**config.mk**
```make
export PLATFORM = sky130hd
export DESIGN_NAME = motion_program_run_control
export DESIGN_NICKNAME = d
export VERILOG_FILES = /design/src/run_control_pkg.sv /design/src/motion_program_run_control.sv
export VERILOG_INCLUDE_DIRS = /design/src
export SDC_FILE = /design/constraint.sdc
export NUM_CORES = 1
export LEC_CHECK = 0
export BUFFER_PORTS_ARGS = -buffer_cell sky130_fd_sc_hd__buf_2
export CORE_AREA = 5 5 98 146
export CTS_BUF_LIST = sky130_fd_sc_hd__clkbuf_16
export DETAILED_ROUTE_END_ITERATION = 10
export DIE_AREA = 0 0 103 151
export PLACE_DENSITY = 0.58
export SYNTH_ARGS = -nofsm -noshare
export SYNTH_HDL_FRONTEND = slang
export SYNTH_SLANG_ARGS = --single-unit
```
**constraint.sdc**
```tcl
create_clock -name clk -period 1.89 [get_ports clk]
set_input_delay 0.378 -clock clk [delete_from_list [all_inputs] [get_ports clk]]
set_output_delay 0.378 -clock clk [all_outputs]
set_load 0.01 [all_outputs]
```
**src/run_control_defs.svh**
```systemverilog
`ifndef RUN_CONTROL_DEFS_SVH
`define RUN_CONTROL_DEFS_SVH

// ----------------------------------------------------------------------
// register offsets
// ----------------------------------------------------------------------
`define OFS_CTRL        4'h0
`define OFS_STATUS      4'h4
`define OFS_MCODE       4'h8

// ----------------------------------------------------------------------
// control word bit positions
// ----------------------------------------------------------------------
`define BIT_AUTO_MODE    0
`define BIT_CYCLE_START  1
`define BIT_PAUSE        2
`define BIT_FORCED_END   3
`define BIT_SINGLE_BLOCK 4
`define BIT_JOG          5
`define BIT_MCODE_ACK    6
`define CTRL_RESET       7'h00

// ----------------------------------------------------------------------
// timing
// ----------------------------------------------------------------------
`define CLK_PERIOD_NS   10
`define EXCH_PERIOD_NS  1000
`define EXCH_CYCLES     (`EXCH_PERIOD_NS / `CLK_PERIOD_NS)

`define RESP_OKAY       2'h0
`define RESP_SLVERR     2'h2

`endif

```
**src/run_control_pkg.sv**
```systemverilog
package run_control_pkg;

    typedef struct packed {
        logic mcode_ack;
        logic jog;
        logic single_block;
        logic forced_end;
        logic pause;
        logic cycle_start;
        logic auto_mode;
    } ctrl_bits_t;

    typedef enum logic [2:0] {
        ST_STOP   = 3'b000,
        ST_RUN    = 3'b001,
        ST_GAP    = 3'b010,
        ST_PAUSED = 3'b011,
        ST_MWAIT  = 3'b100
    } run_state_t;

endpackage

```
**src/motion_program_run_control.sv**
```systemverilog
`include "run_control_defs.svh"

// Overview of operation
// - jog taken at manual entry; start ignored
// - pause held blocks start; retoggle needed
// - pause suspends; release then rising start
// - forced end held blocks start
// - start and forced end together: end wins
// - start fall at boundary beats forced end
// - forced end aborts running block, halts
// - no restart while forced end held
// - forced end between blocks cancels next
// - pause first: forced end at start ignored
// - forced end beats simultaneous pause
// - paused: forced end ignored, start resumes
// - auto off halts, enters manual
// - paused program goes manual on auto off
// - auto off halt ignores forced end
// - forced end halt then manual on auto off
// - single block: one block per start, but M wait ack fall with start held runs the next
// - acknowledge already high skips M code
// - M wait ignores start; ack fall restarts if start held, else halts
// - forced end with ack: halt, clear M code
module motion_program_run_control #(
    parameter int MCODE_W     = 16,
    parameter int EXCH_CYCLES = `EXCH_CYCLES
) (
    input  wire logic               clk,
    input  wire logic               srst,
    // axi4-lite slave
    input  wire logic [3:0]         s_axi_awaddr,
    input  wire logic               s_axi_awvalid,
    output logic                    s_axi_awready,
    input  wire logic [31:0]        s_axi_wdata,
    input  wire logic [3:0]         s_axi_wstrb,
    input  wire logic               s_axi_wvalid,
    output logic                    s_axi_wready,
    output logic [1:0]              s_axi_bresp,
    output logic                    s_axi_bvalid,
    input  wire logic               s_axi_bready,
    input  wire logic [3:0]         s_axi_araddr,
    input  wire logic               s_axi_arvalid,
    output logic                    s_axi_arready,
    output logic [31:0]             s_axi_rdata,
    output logic [1:0]              s_axi_rresp,
    output logic                    s_axi_rvalid,
    input  wire logic               s_axi_rready,
    // block executor side
    output logic                    block_advance,
    output logic                    block_run,
    output logic                    block_abort,
    input  wire logic               block_done,
    input  wire logic               block_has_mcode,
    input  wire logic [MCODE_W-1:0] block_mcode,
    output logic                    jog_enable,
    output logic                    manual_mode,
    output logic                    mcode_valid,
    output logic [MCODE_W-1:0]      mcode_out
);

    initial begin
        if (MCODE_W < 1 || MCODE_W > 32 || EXCH_CYCLES < 1 || EXCH_CYCLES > 65535) begin
            $error("unsupported parameter value");
        end
    end

    // ------------------------------------------------------------------
    // register bus
    // ------------------------------------------------------------------
    run_control_pkg::ctrl_bits_t ctrl;
    run_control_pkg::run_state_t state;
    logic                        aw_held;
    logic [3:0]                  aw_addr;
    logic                        w_held;
    logic [31:0]                 w_data;
    logic [3:0]                  w_strb;

    function automatic logic known_ofs(input logic [3:0] a);
        known_ofs = (a == `OFS_CTRL) || (a == `OFS_STATUS) || (a == `OFS_MCODE);
    endfunction

    assign s_axi_awready = !aw_held;
    assign s_axi_wready  = !w_held;
    assign s_axi_arready = !s_axi_rvalid;

    always_ff @(posedge clk) begin
        if (srst) begin
            aw_held      <= 1'b0;
            aw_addr      <= 4'h0;
            w_held       <= 1'b0;
            w_data       <= 32'h0000_0000;
            w_strb       <= 4'h0;
            s_axi_bvalid <= 1'b0;
            s_axi_bresp  <= `RESP_OKAY;
            ctrl         <= `CTRL_RESET;
        end else begin
            if (s_axi_awvalid && s_axi_awready) begin
                aw_held <= 1'b1;
                aw_addr <= s_axi_awaddr;
            end
            if (s_axi_wvalid && s_axi_wready) begin
                w_held <= 1'b1;
                w_data <= s_axi_wdata;
                w_strb <= s_axi_wstrb;
            end
            if (aw_held && w_held && !s_axi_bvalid) begin
                aw_held      <= 1'b0;
                w_held       <= 1'b0;
                s_axi_bvalid <= 1'b1;
                s_axi_bresp  <= known_ofs(aw_addr) ? `RESP_OKAY : `RESP_SLVERR;
                // only the low lane carries the control bits
                if (aw_addr == `OFS_CTRL && w_strb[0]) begin
                    ctrl <= w_data[6:0];
                end
            end else if (s_axi_bvalid && s_axi_bready) begin
                s_axi_bvalid <= 1'b0;
            end
        end
    end

    always_ff @(posedge clk) begin
        if (srst) begin
            s_axi_rvalid <= 1'b0;
            s_axi_rdata  <= 32'h0000_0000;
            s_axi_rresp  <= `RESP_OKAY;
        end else if (s_axi_arvalid && s_axi_arready) begin
            s_axi_rvalid <= 1'b1;
            s_axi_rresp  <= known_ofs(s_axi_araddr) ? `RESP_OKAY : `RESP_SLVERR;
            case (s_axi_araddr)
                `OFS_CTRL:   s_axi_rdata <= {25'h0, ctrl};
                `OFS_STATUS: s_axi_rdata <= {25'h0, jog_enable, block_run, mcode_valid,
                                             manual_mode, state};
                `OFS_MCODE:  s_axi_rdata <= 32'(mcode_out);
                default:     s_axi_rdata <= 32'h0000_0000;
            endcase
        end else if (s_axi_rvalid && s_axi_rready) begin
            s_axi_rvalid <= 1'b0;
        end
    end

    // ------------------------------------------------------------------
    // exchange cycle sampling
    // ------------------------------------------------------------------
    logic [15:0]                 exch_cnt;
    logic                        tick;
    run_control_pkg::ctrl_bits_t prev;
    logic                        cs_rise;
    logic                        cs_fall;
    logic                        fe_rise;
    logic                        ack_fall;

    assign tick = (exch_cnt == 16'(EXCH_CYCLES - 1));

    always_ff @(posedge clk) begin
        if (srst) begin
            exch_cnt <= 16'h0000;
        end else if (tick) begin
            exch_cnt <= 16'h0000;
        end else begin
            exch_cnt <= exch_cnt + 16'h0001;
        end
    end

    // host bits are sampled into prev only on the exchange tick; manual and jog flags follow them every clock
    always_ff @(posedge clk) begin
        if (srst) begin
            prev <= `CTRL_RESET;
        end else if (tick) begin
            prev <= ctrl;
        end
    end

    assign cs_rise  = ctrl.cycle_start && !prev.cycle_start;
    assign cs_fall  = !ctrl.cycle_start && prev.cycle_start;
    assign fe_rise  = ctrl.forced_end && !prev.forced_end;
    assign ack_fall = !ctrl.mcode_ack && prev.mcode_ack;

    // ------------------------------------------------------------------
    // pending events between ticks
    // ------------------------------------------------------------------
    logic done_pend;
    logic cs_fell;

    // set wins over clear so a completion landing on the tick survives
    // a pause keeps the completion, else the resumed block never ends
    always_ff @(posedge clk) begin
        if (srst) begin
            done_pend <= 1'b0;
        end else if (block_done && block_run) begin
            done_pend <= 1'b1;
        end else if (tick && state == run_control_pkg::ST_RUN
                     && !(ctrl.auto_mode && !fe_rise && ctrl.pause)) begin
            done_pend <= 1'b0;
        end
    end

    always_ff @(posedge clk) begin
        if (srst) begin
            cs_fell <= 1'b0;
        end else if (tick && cs_fall && state == run_control_pkg::ST_RUN) begin
            cs_fell <= 1'b1;
        end else if (tick && state != run_control_pkg::ST_RUN) begin
            cs_fell <= 1'b0;
        end
    end

    // ------------------------------------------------------------------
    // run sequencer
    // ------------------------------------------------------------------
    logic stop_now;

    assign stop_now = cs_fell || cs_fall;

    always_ff @(posedge clk) begin
        if (srst) begin
            state         <= run_control_pkg::ST_STOP;
            block_advance <= 1'b0;
            block_abort   <= 1'b0;
            mcode_valid   <= 1'b0;
            mcode_out     <= '0;
        end else begin
            block_advance <= 1'b0;
            block_abort   <= 1'b0;
            if (tick) begin
                case (state)
                    run_control_pkg::ST_STOP: begin
                        // manual mode ignores start; pause or forced end needs retoggle
                        if (ctrl.auto_mode && cs_rise && !ctrl.pause
                            && !ctrl.forced_end) begin
                            state         <= run_control_pkg::ST_RUN;
                            block_advance <= 1'b1;
                        end
                    end
                    run_control_pkg::ST_RUN: begin
                        if (!ctrl.auto_mode) begin
                            state <= run_control_pkg::ST_STOP;
                        end else if (fe_rise) begin
                            state       <= run_control_pkg::ST_STOP;
                            block_abort <= 1'b1;
                        end else if (ctrl.pause) begin
                            state <= run_control_pkg::ST_PAUSED;
                        end else if (done_pend) begin
                            if (block_has_mcode && !ctrl.mcode_ack) begin
                                state       <= run_control_pkg::ST_MWAIT;
                                mcode_valid <= 1'b1;
                                mcode_out   <= block_mcode;
                            end else begin
                                state <= run_control_pkg::ST_GAP;
                            end
                        end
                    end
                    run_control_pkg::ST_GAP: begin
                        if (!ctrl.auto_mode) begin
                            state <= run_control_pkg::ST_STOP;
                        end else if (stop_now) begin
                            state <= run_control_pkg::ST_STOP;
                        end else if (ctrl.forced_end) begin
                            state <= run_control_pkg::ST_STOP;
                        end else if (ctrl.single_block) begin
                            state <= run_control_pkg::ST_STOP;
                        end else begin
                            state         <= run_control_pkg::ST_RUN;
                            block_advance <= 1'b1;
                        end
                    end
                    run_control_pkg::ST_PAUSED: begin
                        // forced end is deliberately not looked at here
                        if (!ctrl.auto_mode) begin
                            state <= run_control_pkg::ST_STOP;
                        end else if (cs_rise && !ctrl.pause) begin
                            state <= run_control_pkg::ST_RUN;
                        end
                    end
                    run_control_pkg::ST_MWAIT: begin
                        if (!ctrl.auto_mode) begin
                            // code stays visible after leaving auto
                            state <= run_control_pkg::ST_STOP;
                        end else if (fe_rise) begin
                            state       <= run_control_pkg::ST_STOP;
                            block_abort <= 1'b1;
                            mcode_valid <= 1'b0;
                            mcode_out   <= '0;
                        end else if (ack_fall) begin
                            mcode_valid <= 1'b0;
                            mcode_out   <= '0;
                            if (ctrl.cycle_start) begin
                                state         <= run_control_pkg::ST_RUN;
                                block_advance <= 1'b1;
                            end else begin
                                state <= run_control_pkg::ST_STOP;
                            end
                        end
                    end
                    default: state <= run_control_pkg::ST_STOP;
                endcase
            end
        end
    end

    assign block_run = (state == run_control_pkg::ST_RUN);

    // manual flag only once no program is under way
    always_ff @(posedge clk) begin
        if (srst) begin
            manual_mode <= 1'b0;
            jog_enable  <= 1'b0;
        end else begin
            manual_mode <= !ctrl.auto_mode && state == run_control_pkg::ST_STOP;
            jog_enable  <= !ctrl.auto_mode && state == run_control_pkg::ST_STOP
                           && ctrl.jog;
        end
    end
endmodule

```
After elaboration in Yosys (flattened, before gate mapping)
Cells that the tools add are included.
Operators by class
  reduce and logical (&&, ||, !) cells: 61
  add/subtract/negate cells: 1
  bitwise operators: 3
  mux-type cells: 57
  equal/unequal tests: 21
Operators with widths (number)
  16-bit two-way mux: 8
  16-bit one-hot mux with 3 select lines: 1
  3-bit two-way mux: 11
  16-bit one-hot mux with 2 select lines: 1
  1-bit two-way mux: 31
  1-bit logical AND: 27
  16-bit by 1-bit adder with 16-bit output, second input constant: 1
  16-bit by 7-bit equality test with 1-bit output, second input constant: 1
  3-bit one-hot mux with 5 select lines: 1
  1-bit logical NOT: 13
  2-bit nonzero test: 5
  9-bit AND reduction: 1
  4-bit by 3-bit equality test with 1-bit output, second input constant: 2
  4-bit equality test, second input constant: 2
  4-bit logical NOT: 2
  2-bit != test, second input constant: 4
  2-bit OR reduction: 4
  3-bit by 2-bit equality test with 1-bit output, second input constant: 2
  2-bit by 1-bit != test with 1-bit output, second input constant: 3
  3-bit != test, second input constant: 2
  1-bit logical OR: 5
  5-bit by 2-bit != test with 1-bit output, second input constant: 1
  5-bit AND reduction: 1
  2-bit two-way mux: 2
  10 further kinds: 12
Word-level totals
  output and inout bits: 63
  word-level logic and storage cells: 173
  register bits after elaboration: 104
  input bits: 69

Logic depth before layout (Yosys ltp)
Gate-level depths: netlist (run 1).
  depth after elaboration: 9
  mapped depth: 9
  mapped depth without buffers: 6

Worst setup path after synthesis (run 1)
OpenSTA, ideal clock, no wires.
  path type: register -> register
  start: register exch_cnt[0]
  end: register mcode_out[10]
  data arrival time: 1.956 ns
  clock period less this slack: 2.088 ns
  path buffers: 2
  data required time: 1.758 ns
  path slack: -0.198 ns
  setup time: 0.132 ns
  cell stages (with the launch flop): 9
  path through: dfxtp_1 -> ha_1 -> nor4b_2 -> nand4_2 -> or4_1 -> buf_2 -> buf_6 -> nand2_1 -> a21oi_1
On the way
  word-level cells in the longest chain between the ends: 2
Ends and longest elaborated chain
  start: declaration: RTL line motion_program_run_control.sv:144  | logic [15:0] exch_cnt;
  start signal: assignment: RTL line motion_program_run_control.sv:160  | exch_cnt <= exch_cnt + 16'h0001;
  16-bit by 7-bit equality test with 1-bit output: RTL line motion_program_run_control.sv:152  | assign tick = (exch_cnt == 16'(EXCH_CYCLES - 1));
  9-bit AND reduction (no line)
  end signal: assignment: RTL line motion_program_run_control.sv:246  | mcode_out <= block_mcode;
  end: declaration: RTL line motion_program_run_control.sv:58  | output logic [MCODE_W-1:0] mcode_out
No other way between the ends.
A chain may end at the register's enable or synchronous reset.

Worst setup path in the final report (run 1)
  start: register state[1]
  end: register mcode_out[15]
On the way
  word-level cells in the longest chain between the ends: 3
  elaborated cells between the ends (all ways): 12
  those cells by class: eq/ne: 9; mux: 1; reduce/logical: 2
Ends and longest elaborated chain
  start: declaration: RTL line motion_program_run_control.sv:71  | run_control_pkg::run_state_t state;
  start signal: assignment: RTL line motion_program_run_control.sv:216  | state <= run_control_pkg::ST_STOP;
  start signal: assignment: RTL line motion_program_run_control.sv:230  | state <= run_control_pkg::ST_RUN;
  start signal: assignment: RTL line motion_program_run_control.sv:236  | state <= run_control_pkg::ST_STOP;
  3-bit equality test or 3-bit by 1-bit equality test with 1-bit output (tied branches): RTL line motion_program_run_control.sv:225  | case (state)
  3-bit != test (no line), or another cell as far along
  9-bit AND reduction (no line)
Several ways; a longest one is shown, not always the timed one.

==> impl_metrics.py, run 1 <==
metrics = {
    "power": {
        "powerDensity_nw_per_um2": 765,
        "switching_share_pct": 22.1,
        "leakagePower_nw": 2.03,
        "clkPwrFrac_pct": 44.1,
        "power.switching_uw": 838,
        "power_mw": 3.79,
        "seq_power_share_pct": 49.3,
        "comb_power_share_pct": 6.6,
        "peakVddDrop_mv": 0.322,
        "power.internal_mw": 2.96,
    },
    "cts": {
        "clockBufferDepth": 2,
        "clk_latency_ns": 0.34,
        "htreeDepth": 3,
        "cts_tree": "done",
        "clkTransAtPathRegs_ns": 0.06,
        "ctsRootBufferMaster": "clkbuf_16",
        "numCtsBuffers": 9,
        "clkSinkCount": 86,
    },
    "logic_synthesis": {
        "synthSimpleGateAreaFrac_pct": 25.1,
        "synth-compound-area-share_pct": 10.3,
        "synth-async-reset-ratio_pct": 0,
        "synthMuxAreaShare_pct": 7.19,
        "syn_inst": 438,
        "synth_fa_ha_area_share_pct": 0.331,
        "ys.flop_type": "dfxtp_1",
        "synth_top_family_by_area": "simple AND/OR/NAND/NOR gates",
        "yosysUniqueCellTypes": 52,
        "synth_area_um2": 3780,
        "ys.warnings.count": 0,
        "yosysTopAreaCell": "dfxtp_1",
        "synth_area_leaders": "dfxtp_1 (46%), mux2i_1 (6.9%), nor2_1 (6.0%), nand2_1 (5.0%), nand3_1 (4.5%)",
        "synth_xor_area_share_pct": 3.25,
        "ys_ff_latch": 86,
        "yosysSeqAreaShare_pct": 45.6,
        "synth_edf_count": 0,
        "yosysTopAreaCellShare_pct": 45.6,
        "avgSynthCellArea_um2": 8.63,
    },
    "critical_path": {
        "path_class": "reg2reg",
        "cp_max_fo": 10,
        "endpoint_kind": "flop",
        "cp_cell_sequence": "or3b_4 -> clkinv_4 -> o21ai_4 -> buf_6 -> nor4_4 -> buf_6 -> nand3_1 -> a21oi_2",
        "r2r-start": "state[1]",
        "worst_ep_required_time_ns": 2.16,
        "cp.arrival_ns": 2.10,
        "cpMaxStageDelayCell": "or3b_4",
        "critPathMaxStageDelay_ns": 0.43,
        "ff2ff_path_depth": 8,
        "crit_top_cell": "buf_6",
        "startpoint_type": "flop",
        "r2r_slack_ns": 0.06,
        "reg2reg_to": "mcode_out[15]",
    },
    "worst_hold_path": {
        "worstHoldStart": "s_axi_rready",
        "whs_path_depth": 2,
        "hold_path_class": "in2reg",
        "holdPathEnd": "s_axi_rvalid",
    },
    "cells_and_area": {
        "instances_no_fill": 716,
        "syn_to_final_growth_pct": 31.3,
        "register_area_um2": 1730,
        "drive_gt1_share_pct": 30.5,
        "nets": 622,
        "multi_input_area_um2": 1900,
        "diodes": 0,
        "utilization_pct": 38.5,
        "nFillCells": 1311,
        "final_area_um2": 4960,
    },
    "grt": {
        "grt_pass1_vias": 3117,
        "overflow": 0,
        "grt_pass1_wl_um": 15300,
        "antenna_found_initial": 0,
        "grt_max_degree": 41,
        "grt_usage_pct": 12.6,
    },
    "sta": {
        "period_share_pct": 97.0,
        "slew_violations": 0,
        "slew-limit-headroom_pct": 61.6,
        "fin_ws_ns": 0.0575,
        "hold_slack_ns": 0.224,
        "fmax_mhz": 546,
        "rsz0062_at_grt": "true",
        "skew_ns": 0.00709,
        "tightestPinTransition_ns": 0.575,
        "hold_violations": 0,
        "setup_tns_ns": 0,
        "setup_viol": 0,
        "finalWorstPathRequiredPeriod_ns": 1.83,
    },
    "die": {
        "rows": 51,
        "die_w_um": 103,
        "die_y_um": 151,
        "io_pins": 132,
        "start_util_pct": 29.3,
        "die_area_um2": 15600,
        "coreArea_um2": 12900,
    },
    "place": {
        "dp_hpwl_um": 7420,
        "placed_cells": 693,
        "pre_cts_slack_ns": -0.109,
        "placed_area_um2": 4540,
        "io_buffers": 85,
        "gp_congestion": 0.790,
    },
    "detailed_routing": {
        "drc": 0,
        "dr.pass1.iters": 4,
        "dr.first_iter.drc_count": 123,
        "vias": 3362,
        "post_drt_wl_per_cell_um": 13.5,
        "final_antenna_net_count": 0,
        "wl_um": 9700,
        "avgViaCountPerCell": 4.70,
    },
    "run_status": {
        "status": "complete, no violations",
    },
    "flow_run": {
        "drv_cap": 0,
    },
}
-- area by class of cell --
cell class / count / area share [%]
Tap cell: 159 / 4.01
Multi-Input combinational cell: 314 / 38.4
Inverter: 9 / 0.782
Clock inverter: 7 / 1.16
Sequential cell: 86 / 34.8
Clock buffer: 9 / 4.54
Timing Repair Buffer: 132 / 16.3
-- power groups by stage --
stage,logic (mW),registers [mW],clock network (mW)
final,0.249,1.87,1.67
after global placement,0.242,1.91,0
after detailed placement,0.247,1.91,0
after floorplan,0.166,1.91,0
after global routing,0.281,1.87,1.80
after CTS,0.248,1.87,1.73
-- worst max-delay path by stage --
stage | start | endpoint | slack (ns) | depth (start not counted)
after floorplan | state[0] | mcode_out[10] | -0.1 | 9
after global placement | block_has_mcode | mcode_out[9] | -0.1 | 7
after detailed placement | block_has_mcode | mcode_out[15] | -0.11 | 7
after CTS | state[2] | mcode_out[11] | 0.02 | 8
after global routing | state[1] | mcode_out[8] | -0.07 | 8
final | state[1] | mcode_out[15] | 0.06 | 8
-- cells in the mapped netlist (2+ instances only) --
| master | n |
|---|---|
| nand4_1 | 4 |
| nand2_1 | 50 |
| buf_6 | 3 |
| a31oi_1 | 4 |
| nand2b_1 | 4 |
| and3_1 | 3 |
| xor2_1 | 8 |
| a211oi_1 | 6 |
| nor4b_1 | 2 |
| nor2b_1 | 3 |
| a22oi_1 | 8 |
| xnor2_1 | 6 |
| nand3_1 | 34 |
| o21ai_0 | 7 |
| nor3_1 | 7 |
| or3_1 | 2 |
| mux2i_1 | 26 |
| inv_1 | 8 |
| buf_1 | 2 |
| or4_1 | 2 |
| nor4b_2 | 2 |
| nor3b_1 | 2 |
| buf_4 | 18 |
| and2_1 | 2 |
| nor2_1 | 60 |
| nor4_1 | 4 |
| clkbuf_1 | 19 |
| buf_2 | 4 |
| dfxtp_1 | 86 |
| a21oi_1 | 30 |
-- flip-flops by register name, summed over array words and instances (netlist names), 3 cells and up --
signal	cells
aw_addr	4
ctrl	7
exch_cnt	16
mcode_out	16
prev	3
s_axi_rdata	16
state	3
w_data	7
-- layout by cell type (no fill, tap or decap), types with 10 or more instances in the layout --
master,instances
conb_1,18
buf_4,41
mux2i_1,26
a21oi_1,27
nand2_1,50
nor2_1,60
dfxtp_1,82
nand3_1,32
inv_1,10
buf_2,85
-- metal layers --
metal	vias to the layer above	routed length [um]	GRT usage (%)
met1	1550	3730	13.7
met5	-	0	0
li1	1695	-	-
met3	12	723	3.41
met4	0	187	5.18
met2	105	5050	22.5
-- critical path: cells and delay by family, from the launching register on --
kind                   cells  cell delay (ns)
AO/OA/AOI/OAI              2             0.23
buffers and inverters      3             0.39
flip-flops                 1             0.32
AND/OR/NAND/NOR            3             0.83
-- kinds of logic (layout without fill, tap and decap cells) --
group | Yosys count | in the layout
AO/OA/AOI/OAI | 63 | 63
XOR/XNOR | 14 | 14
adder cells (fa/ha/maj) | 1 | 1
buffers and inverters | 55 | 157
flip-flops | 86 | 86
multiplexers | 27 | 27
other | 1 | 18
AND/OR/NAND/NOR | 191 | 191
-- timing repair --
item	CTS	global route
hold endpoints to repair	0	0
endpoints found under the setup margin	17	20
pin swaps	2	4
buffers inserted	2	5
hold buffers	0	0
resized for setup	3	16
Note: power is estimated with default switching activity, not from simulation.
==> inputs of run 2 (changes only) <==
--- a/config.mk
+++ b/config.mk
@@ -6,12 +6,12 @@
 export SDC_FILE = /design/constraint.sdc
 export NUM_CORES = 1
 export LEC_CHECK = 0
-export BUFFER_PORTS_ARGS = -buffer_cell sky130_fd_sc_hd__buf_2
 export CORE_AREA = 5 5 98 146
 export CTS_BUF_LIST = sky130_fd_sc_hd__clkbuf_16
 export DETAILED_ROUTE_END_ITERATION = 10
 export DIE_AREA = 0 0 103 151
-export PLACE_DENSITY = 0.58
+export DONT_BUFFER_PORTS = 1
+export PLACE_DENSITY = 0.48
 export SYNTH_ARGS = -nofsm -noshare
 export SYNTH_HDL_FRONTEND = slang
 export SYNTH_SLANG_ARGS = --single-unit
==> run 2 against run 1 <==
- die area stayed put
- cell area is 7.7% lower
- count of clock-buffer cells in the layout stayed put
- wire length is 1.7% higher
- critical path depth is 1 lower
- combinational power is 36% lower
- clock skew hardly changed
- first-iteration DRC count is 11% lower
- worst hold slack worse by 0.12 ns
- sequential share of layout area is 2.9 points higher
- flip-flop and latch count stayed put
==> impl_metrics.py, run 2 (synthesis results as in run 1) <==
metrics = {
    "grt": {
        "grt_usage_pct": 12.4,
        "antenna_found_initial": 1,
        "grt_max_degree": 71,
        "grt_pass1_vias": 2965,
        "top_usage_layer": "met2",
        "grtUsageMet3_pct": 3.82,
        "grt_util_met2_pct": 22.3,
        "grt_pass1_wl_um": 14900,
        "overflow": 0,
        "grt_use_met1_pct": 12.9,
    },
    "cts": {
        "cts_hold_buf": 0,
        "htreeDepth": 3,
        "cts_tree": "done",
        "clkSinkCount": 86,
        "ctsRootBufferMaster": "clkbuf_16",
        "clkTransAtPathRegs_ns": 0.06,
        "clockBufferDepth": 2,
        "numCtsBuffers": 9,
        "clk_latency_ns": 0.34,
    },
    "detailed_routing": {
        "drc": 0,
        "final_antenna_net_count": 0,
        "dr.pass1.iters": 4,
        "vias": 3036,
        "post_drt_wl_per_cell_um": 15.8,
        "avgViaCountPerCell": 4.88,
        "dr.first_iter.drc_count": 109,
        "wl_um": 9860,
    },
    "place": {
        "gp_congestion": 0.793,
        "io_buffers": 0,
        "placed_area_um2": 4080,
        "dp_hpwl_um": 7140,
        "placed_cells": 603,
    },
    "die": {
        "die_w_um": 103,
        "start_util_pct": 29.3,
        "io_pins": 132,
        "coreArea_um2": 12900,
        "die_y_um": 151,
        "rows": 51,
        "die_area_um2": 15600,
    },
    "flow_run": {
        "drv_cap": 0,
    },
    "sta": {
        "slew-limit-headroom_pct": 60.3,
        "hold_violations": 0,
        "setup_tns_ns": 0,
        "finalWorstPathRequiredPeriod_ns": 1.87,
        "rsz0062_at_grt": "true",
        "period_share_pct": 99.2,
        "skew_ns": 0.00707,
        "tightestPinTransition_ns": 0.594,
        "setup_viol": 0,
        "fmax_mhz": 533,
        "slew_violations": 0,
    },
    "critical_path": {
        "cp_num_buf_inv": 2,
        "path_class": "reg2reg",
        "startpoint_type": "flop",
        "cpMaxStageDelayCell": "or4_4",
        "critPathMaxStageDelay_ns": 0.57,
        "cp.arrival_ns": 2.10,
        "crit_family": "simple AND/OR/NAND/NOR gates",
        "cp_cell_sequence": "or3b_4 -> clkinv_4 -> o21ai_4 -> or4_4 -> clkbuf_16 -> nand2_1 -> a21oi_1",
        "cp_max_fo": 8,
        "worst_ep_required_time_ns": 2.12,
        "endpoint_kind": "flop",
        "r2r_slack_ns": 0.02,
    },
    "power": {
        "comb_power_share_pct": 4.3,
        "seq_power_share_pct": 50.2,
        "peakVddDrop_mv": 0.331,
        "switching_share_pct": 21.9,
        "power.internal_mw": 2.92,
        "powerDensity_nw_per_um2": 815,
        "clkPwrFrac_pct": 45.5,
        "power.switching_uw": 817,
        "leakagePower_nw": 1.60,
    },
    "cells_and_area": {
        "final_cell_mix": "dfxtp_1 (81), nor2_1 (60), nand2_1 (39)",
        "instances_no_fill": 622,
        "syn_to_final_growth_pct": 21.2,
        "final_common_cell": "dfxtp_1",
        "final_area_um2": 4580,
        "diodes": 0,
        "top_regs": "exch_cnt (16), mcode_out (16), s_axi_rdata (16)",
        "nets": 530,
        "drive_gt1_share_pct": 21.8,
        "utilization_pct": 35.5,
    },
    "worst_hold_path": {
        "hold_path_class": "in2reg",
    },
    "run_status": {
        "status": "complete, no violations",
    },
}
[run 2: cell count changes in the layout (fill, tap and decap cells not counted), moves of 2 or more]
| cell | delta |
|---|---|
| a21oi_1 | -8 |
| a21oi_2 | +8 |
| buf_2 | -85 |
| buf_4 | -4 |
| buf_6 | -5 |
| inv_1 | -2 |
| nand2_1 | -11 |
| nand2_2 | +9 |
| nand2_4 | +2 |
| nand3_1 | +2 |
| nand3_2 | -2 |
[run 2: worst paths after layout]
kind / from / endpoint / depth (start not counted)
worst max-delay path: state[0] / mcode_out[15] / 7
worst max register to register: state[0] / mcode_out[15] / 7
worst min-delay path: srst / mcode_out[9] / 1
worst min register to register: prev[6] / prev[6] / 2
[run 2: worst register-to-register path, stage by stage, from the launching register on]
cell and delay [ns]:
dfxtp_2 0.34, or3b_4 0.41, clkinv_4 0.07, o21ai_4 0.06
or4_4 0.57, clkbuf_16 0.20, nand2_1 0.07, a21oi_1 0.05
[run 2: power groups by stage]
stage / clock network (mW) / logic, mW / registers [mW]
2_1_floorplan: 0 / 0.166 / 1.91
3_3_place_gp: 0 / 0.150 / 1.91
3_5_place_dp: 0 / 0.152 / 1.91
4_1_cts: 1.75 / 0.152 / 1.87
5_1_grt: 1.82 / 0.180 / 1.88
6_report: 1.70 / 0.159 / 1.88
[run 2: per-layer routing]
metal	wire, um	vias to the layer above	part of all wire [%]
li1	-	1516	-
met1	3670	1419	37
met2	5140	83	52
met3	822	16	8.3
met4	211	2	2.1
met5	13	-	0.13
[run 2: area by class of cell]
| cell class | instances | area, um2 |
|---|---|---|
| fillers | 1351 | 8310 |
| multi-input cells | 314 | 1990 |
| flip-flops and latches | 86 | 1730 |
| repair buffers | 40 | 343 |
| clock buffers | 9 | 225 |
| well taps | 159 | 199 |
| clock inverters | 5 | 52.6 |
| inverters | 9 | 38.8 |
[run 2: through the flow]
stage / hold WS, ns / worst slack (ns) / power (mW)
floorplan: 0.431 / -0.0961 / 2.07
global placement: 0.436 / -0.00358 / 2.06
detailed placement: 0.443 / -0.0279 / 2.07
CTS: 0.0948 / 0.00691 / 3.78
global route: 0.0859 / -0.0570 / 3.88
finish: 0.104 / 0.0155 / 3.73
[run 2: timing repair]
action | CTS | global route
pin swaps | 2 | 7
buffers inserted | 1 | 3
cloned | 0 | 1
endpoints found under the setup margin | 17 | 21
resized for setup | 2 | 40
==> inputs of run 3 (changes only) <==
==> constraint.sdc (replaced) <==
create_clock -name clk -period 1.6 [get_ports clk]
set_input_delay 0.32 -clock clk [delete_from_list [all_inputs] [get_ports clk]]
set_output_delay 0.32 -clock clk [all_outputs]
set_load 0.01 [all_outputs]
==> run 3 against run 2 <==
- the flow now finishes with violations (setup timing)
- sequential share of layout area shrank 4.1 points
- utilization grew 4.3 points
- sequential power is 18% higher
- cell area increased by 12%
- global-route usage is 0.68 points higher
- die area stayed put
- first-iteration DRC count up 29%
- register-to-register slack got worse by 0.27 ns
- clock skew grew 0.0011 ns
- count of clock-buffer cells in the layout did not move
- total power grew 25%
- critical path type unchanged
- largest power group is now the clock network
==> impl_metrics.py, run 3 (synthesis results as in run 1) <==
metrics = {
    "run_status": {
        "status": "complete, but fails checks",
        "violations": "setup timing",
    },
    "grt": {
        "grt_usage_pct": 13.1,
        "overflow": 0,
        "grt_max_degree": 71,
        "antenna_found_initial": 1,
        "grt_pass1_vias": 3108,
        "grt_pass1_wl_um": 15700,
    },
    "detailed_routing": {
        "top_layer": "met5",
        "drc": 0,
        "dr.pass1.iters": 4,
        "wl_um": 10500,
        "wl_met1_um": 3760,
        "final_antenna_net_count": 0,
        "vias": 3184,
        "wl_met3_um": 966,
        "wl_met2_um": 5550,
        "post_drt_wl_per_cell_um": 15.9,
        "dr.first_iter.drc_count": 141,
        "avgViaCountPerCell": 4.85,
    },
    "flow_run": {
        "drv_cap": 0,
    },
    "cts": {
        "cts_tree": "done",
        "numCtsBuffers": 9,
        "cts_hold_buf": 0,
        "clockBufferDepth": 2,
        "clk_latency_ns": 0.34,
        "clkTransAtPathRegs_ns": 0.07,
        "ctsRootBufferMaster": "clkbuf_16",
        "clkSinkCount": 86,
        "htreeDepth": 3,
    },
    "critical_path": {
        "cp_cell_sequence": "or3b_4 -> clkinv_4 -> o21ai_4 -> buf_6 -> nor4_4 -> buf_6 -> clkbuf_16 -> nand3_1 -> a21oi_1",
        "critPathMaxStageDelay_ns": 0.41,
        "path_class": "reg2reg",
        "cp_num_buf_inv": 4,
        "cpMaxStageDelayCell": "or3b_4",
        "cp.arrival_ns": 2.13,
        "crit_family": "simple AND/OR/NAND/NOR gates",
        "crit_top_cell": "buf_6",
        "startpoint_type": "flop",
        "worst_ep_required_time_ns": 1.87,
        "endpoint_kind": "flop",
        "cp_max_fo": 9,
    },
    "cells_and_area": {
        "final_area_um2": 5140,
        "syn_to_final_growth_pct": 36.0,
        "instances_no_fill": 657,
        "final_cell_mix": "dfxtp_1 (80), nor2_1 (56), buf_4 (56)",
        "drive_gt1_share_pct": 31.3,
        "top_regs": "exch_cnt (16), mcode_out (16), s_axi_rdata (16)",
        "final_common_cell": "dfxtp_1",
        "diodes": 0,
        "nets": 563,
    },
    "place": {
        "gp_congestion": 0.776,
        "placed_area_um2": 4410,
        "pre_cts_slack_ns": -0.311,
        "placed_cells": 633,
        "dp_hpwl_um": 7440,
        "io_buffers": 0,
    },
    "power": {
        "powerDensity_nw_per_um2": 909,
        "leakagePower_nw": 1.86,
        "peakVddDrop_mv": 0.366,
    },
    "die": {
        "io_pins": 132,
        "rows": 51,
        "die_y_um": 151,
        "die_area_um2": 15600,
        "coreArea_um2": 12900,
        "start_util_pct": 29.3,
        "die_w_um": 103,
    },
    "sta": {
        "period_share_pct": 116,
        "fmax_mhz": 539,
        "rsz0062_at_grt": "true",
        "finalWorstPathRequiredPeriod_ns": 1.86,
        "setup_viol": 21,
        "setup_tns_ns": -4.44,
        "slew_violations": 0,
        "hold_violations": 0,
        "skew_ns": 0.00819,
        "fin_ws_ns": -0.256,
    },
    "worst_hold_path": {
        "hold_path_class": "in2reg",
    },
}
## run 3: final timing paths
path                  from       endpoint  slack [ns]  depth (start not counted)
hold / removal        srst  mcode_out[10]        0.05                          1
hold reg to reg    prev[3]        prev[3]        0.45                          2
setup reg to reg  state[2]   mcode_out[9]       -0.26                          9
setup / recovery  state[2]   mcode_out[9]       -0.26                          9
## run 3: area by class of cell
type | instances | area (um2)
Fill cell | 1293 | 7750
Timing Repair Buffer | 73 | 704
Multi-Input combinational cell | 314 | 2140
Tap cell | 159 | 199
Clock inverter | 7 | 97.6
Inverter | 9 | 38.8
Sequential cell | 86 | 1730
Clock buffer | 9 | 225
## run 3: power breakdown
group | internal [mW] | leakage (nW) | switching (mW)
Sequential | 2.18 | 0.699 | 0.0325
Combinational | 0.0936 | 1.01 | 0.113
Clock | 1.37 | 0.154 | 0.878
## run 3: through the flow
stage | util, % | hold WS (ns) | power (mW)
after floorplan | - | 0.420 | 2.46
after global placement | 34.2 | 0.402 | 2.46
after detailed placement | 34.2 | 0.402 | 2.46
after CTS | 37.7 | 0.0316 | 4.73
after global routing | 39.9 | 0.0326 | 4.84
final | 39.9 | 0.0512 | 4.67
## run 3: per-layer routing
layer,GRT usage (%),vias up
li1,-,1581
met1,13.4,1486
met2,24.2,95
met3,4.65,20
met4,4.28,2
met5,0,-
## run 3: worst register-to-register path, delay by kind of cell (launching register included)
family | cells | cell delay [ns]
AND/OR/NAND/NOR | 3 | 0.73
AO/OA/AOI/OAI | 2 | 0.21
buffers and inverters | 4 | 0.51
flip-flops | 1 | 0.33
## run 3: repair_timing
item | 4_1_cts | 5_1_grt
buffers inserted | 3 | 4
gates cloned | 1 | 2
hold endpoints to repair | 0 | 0
pin swaps | 6 | 15
resized for setup | 31 | 47
endpoints found under the setup margin | 23 | 37
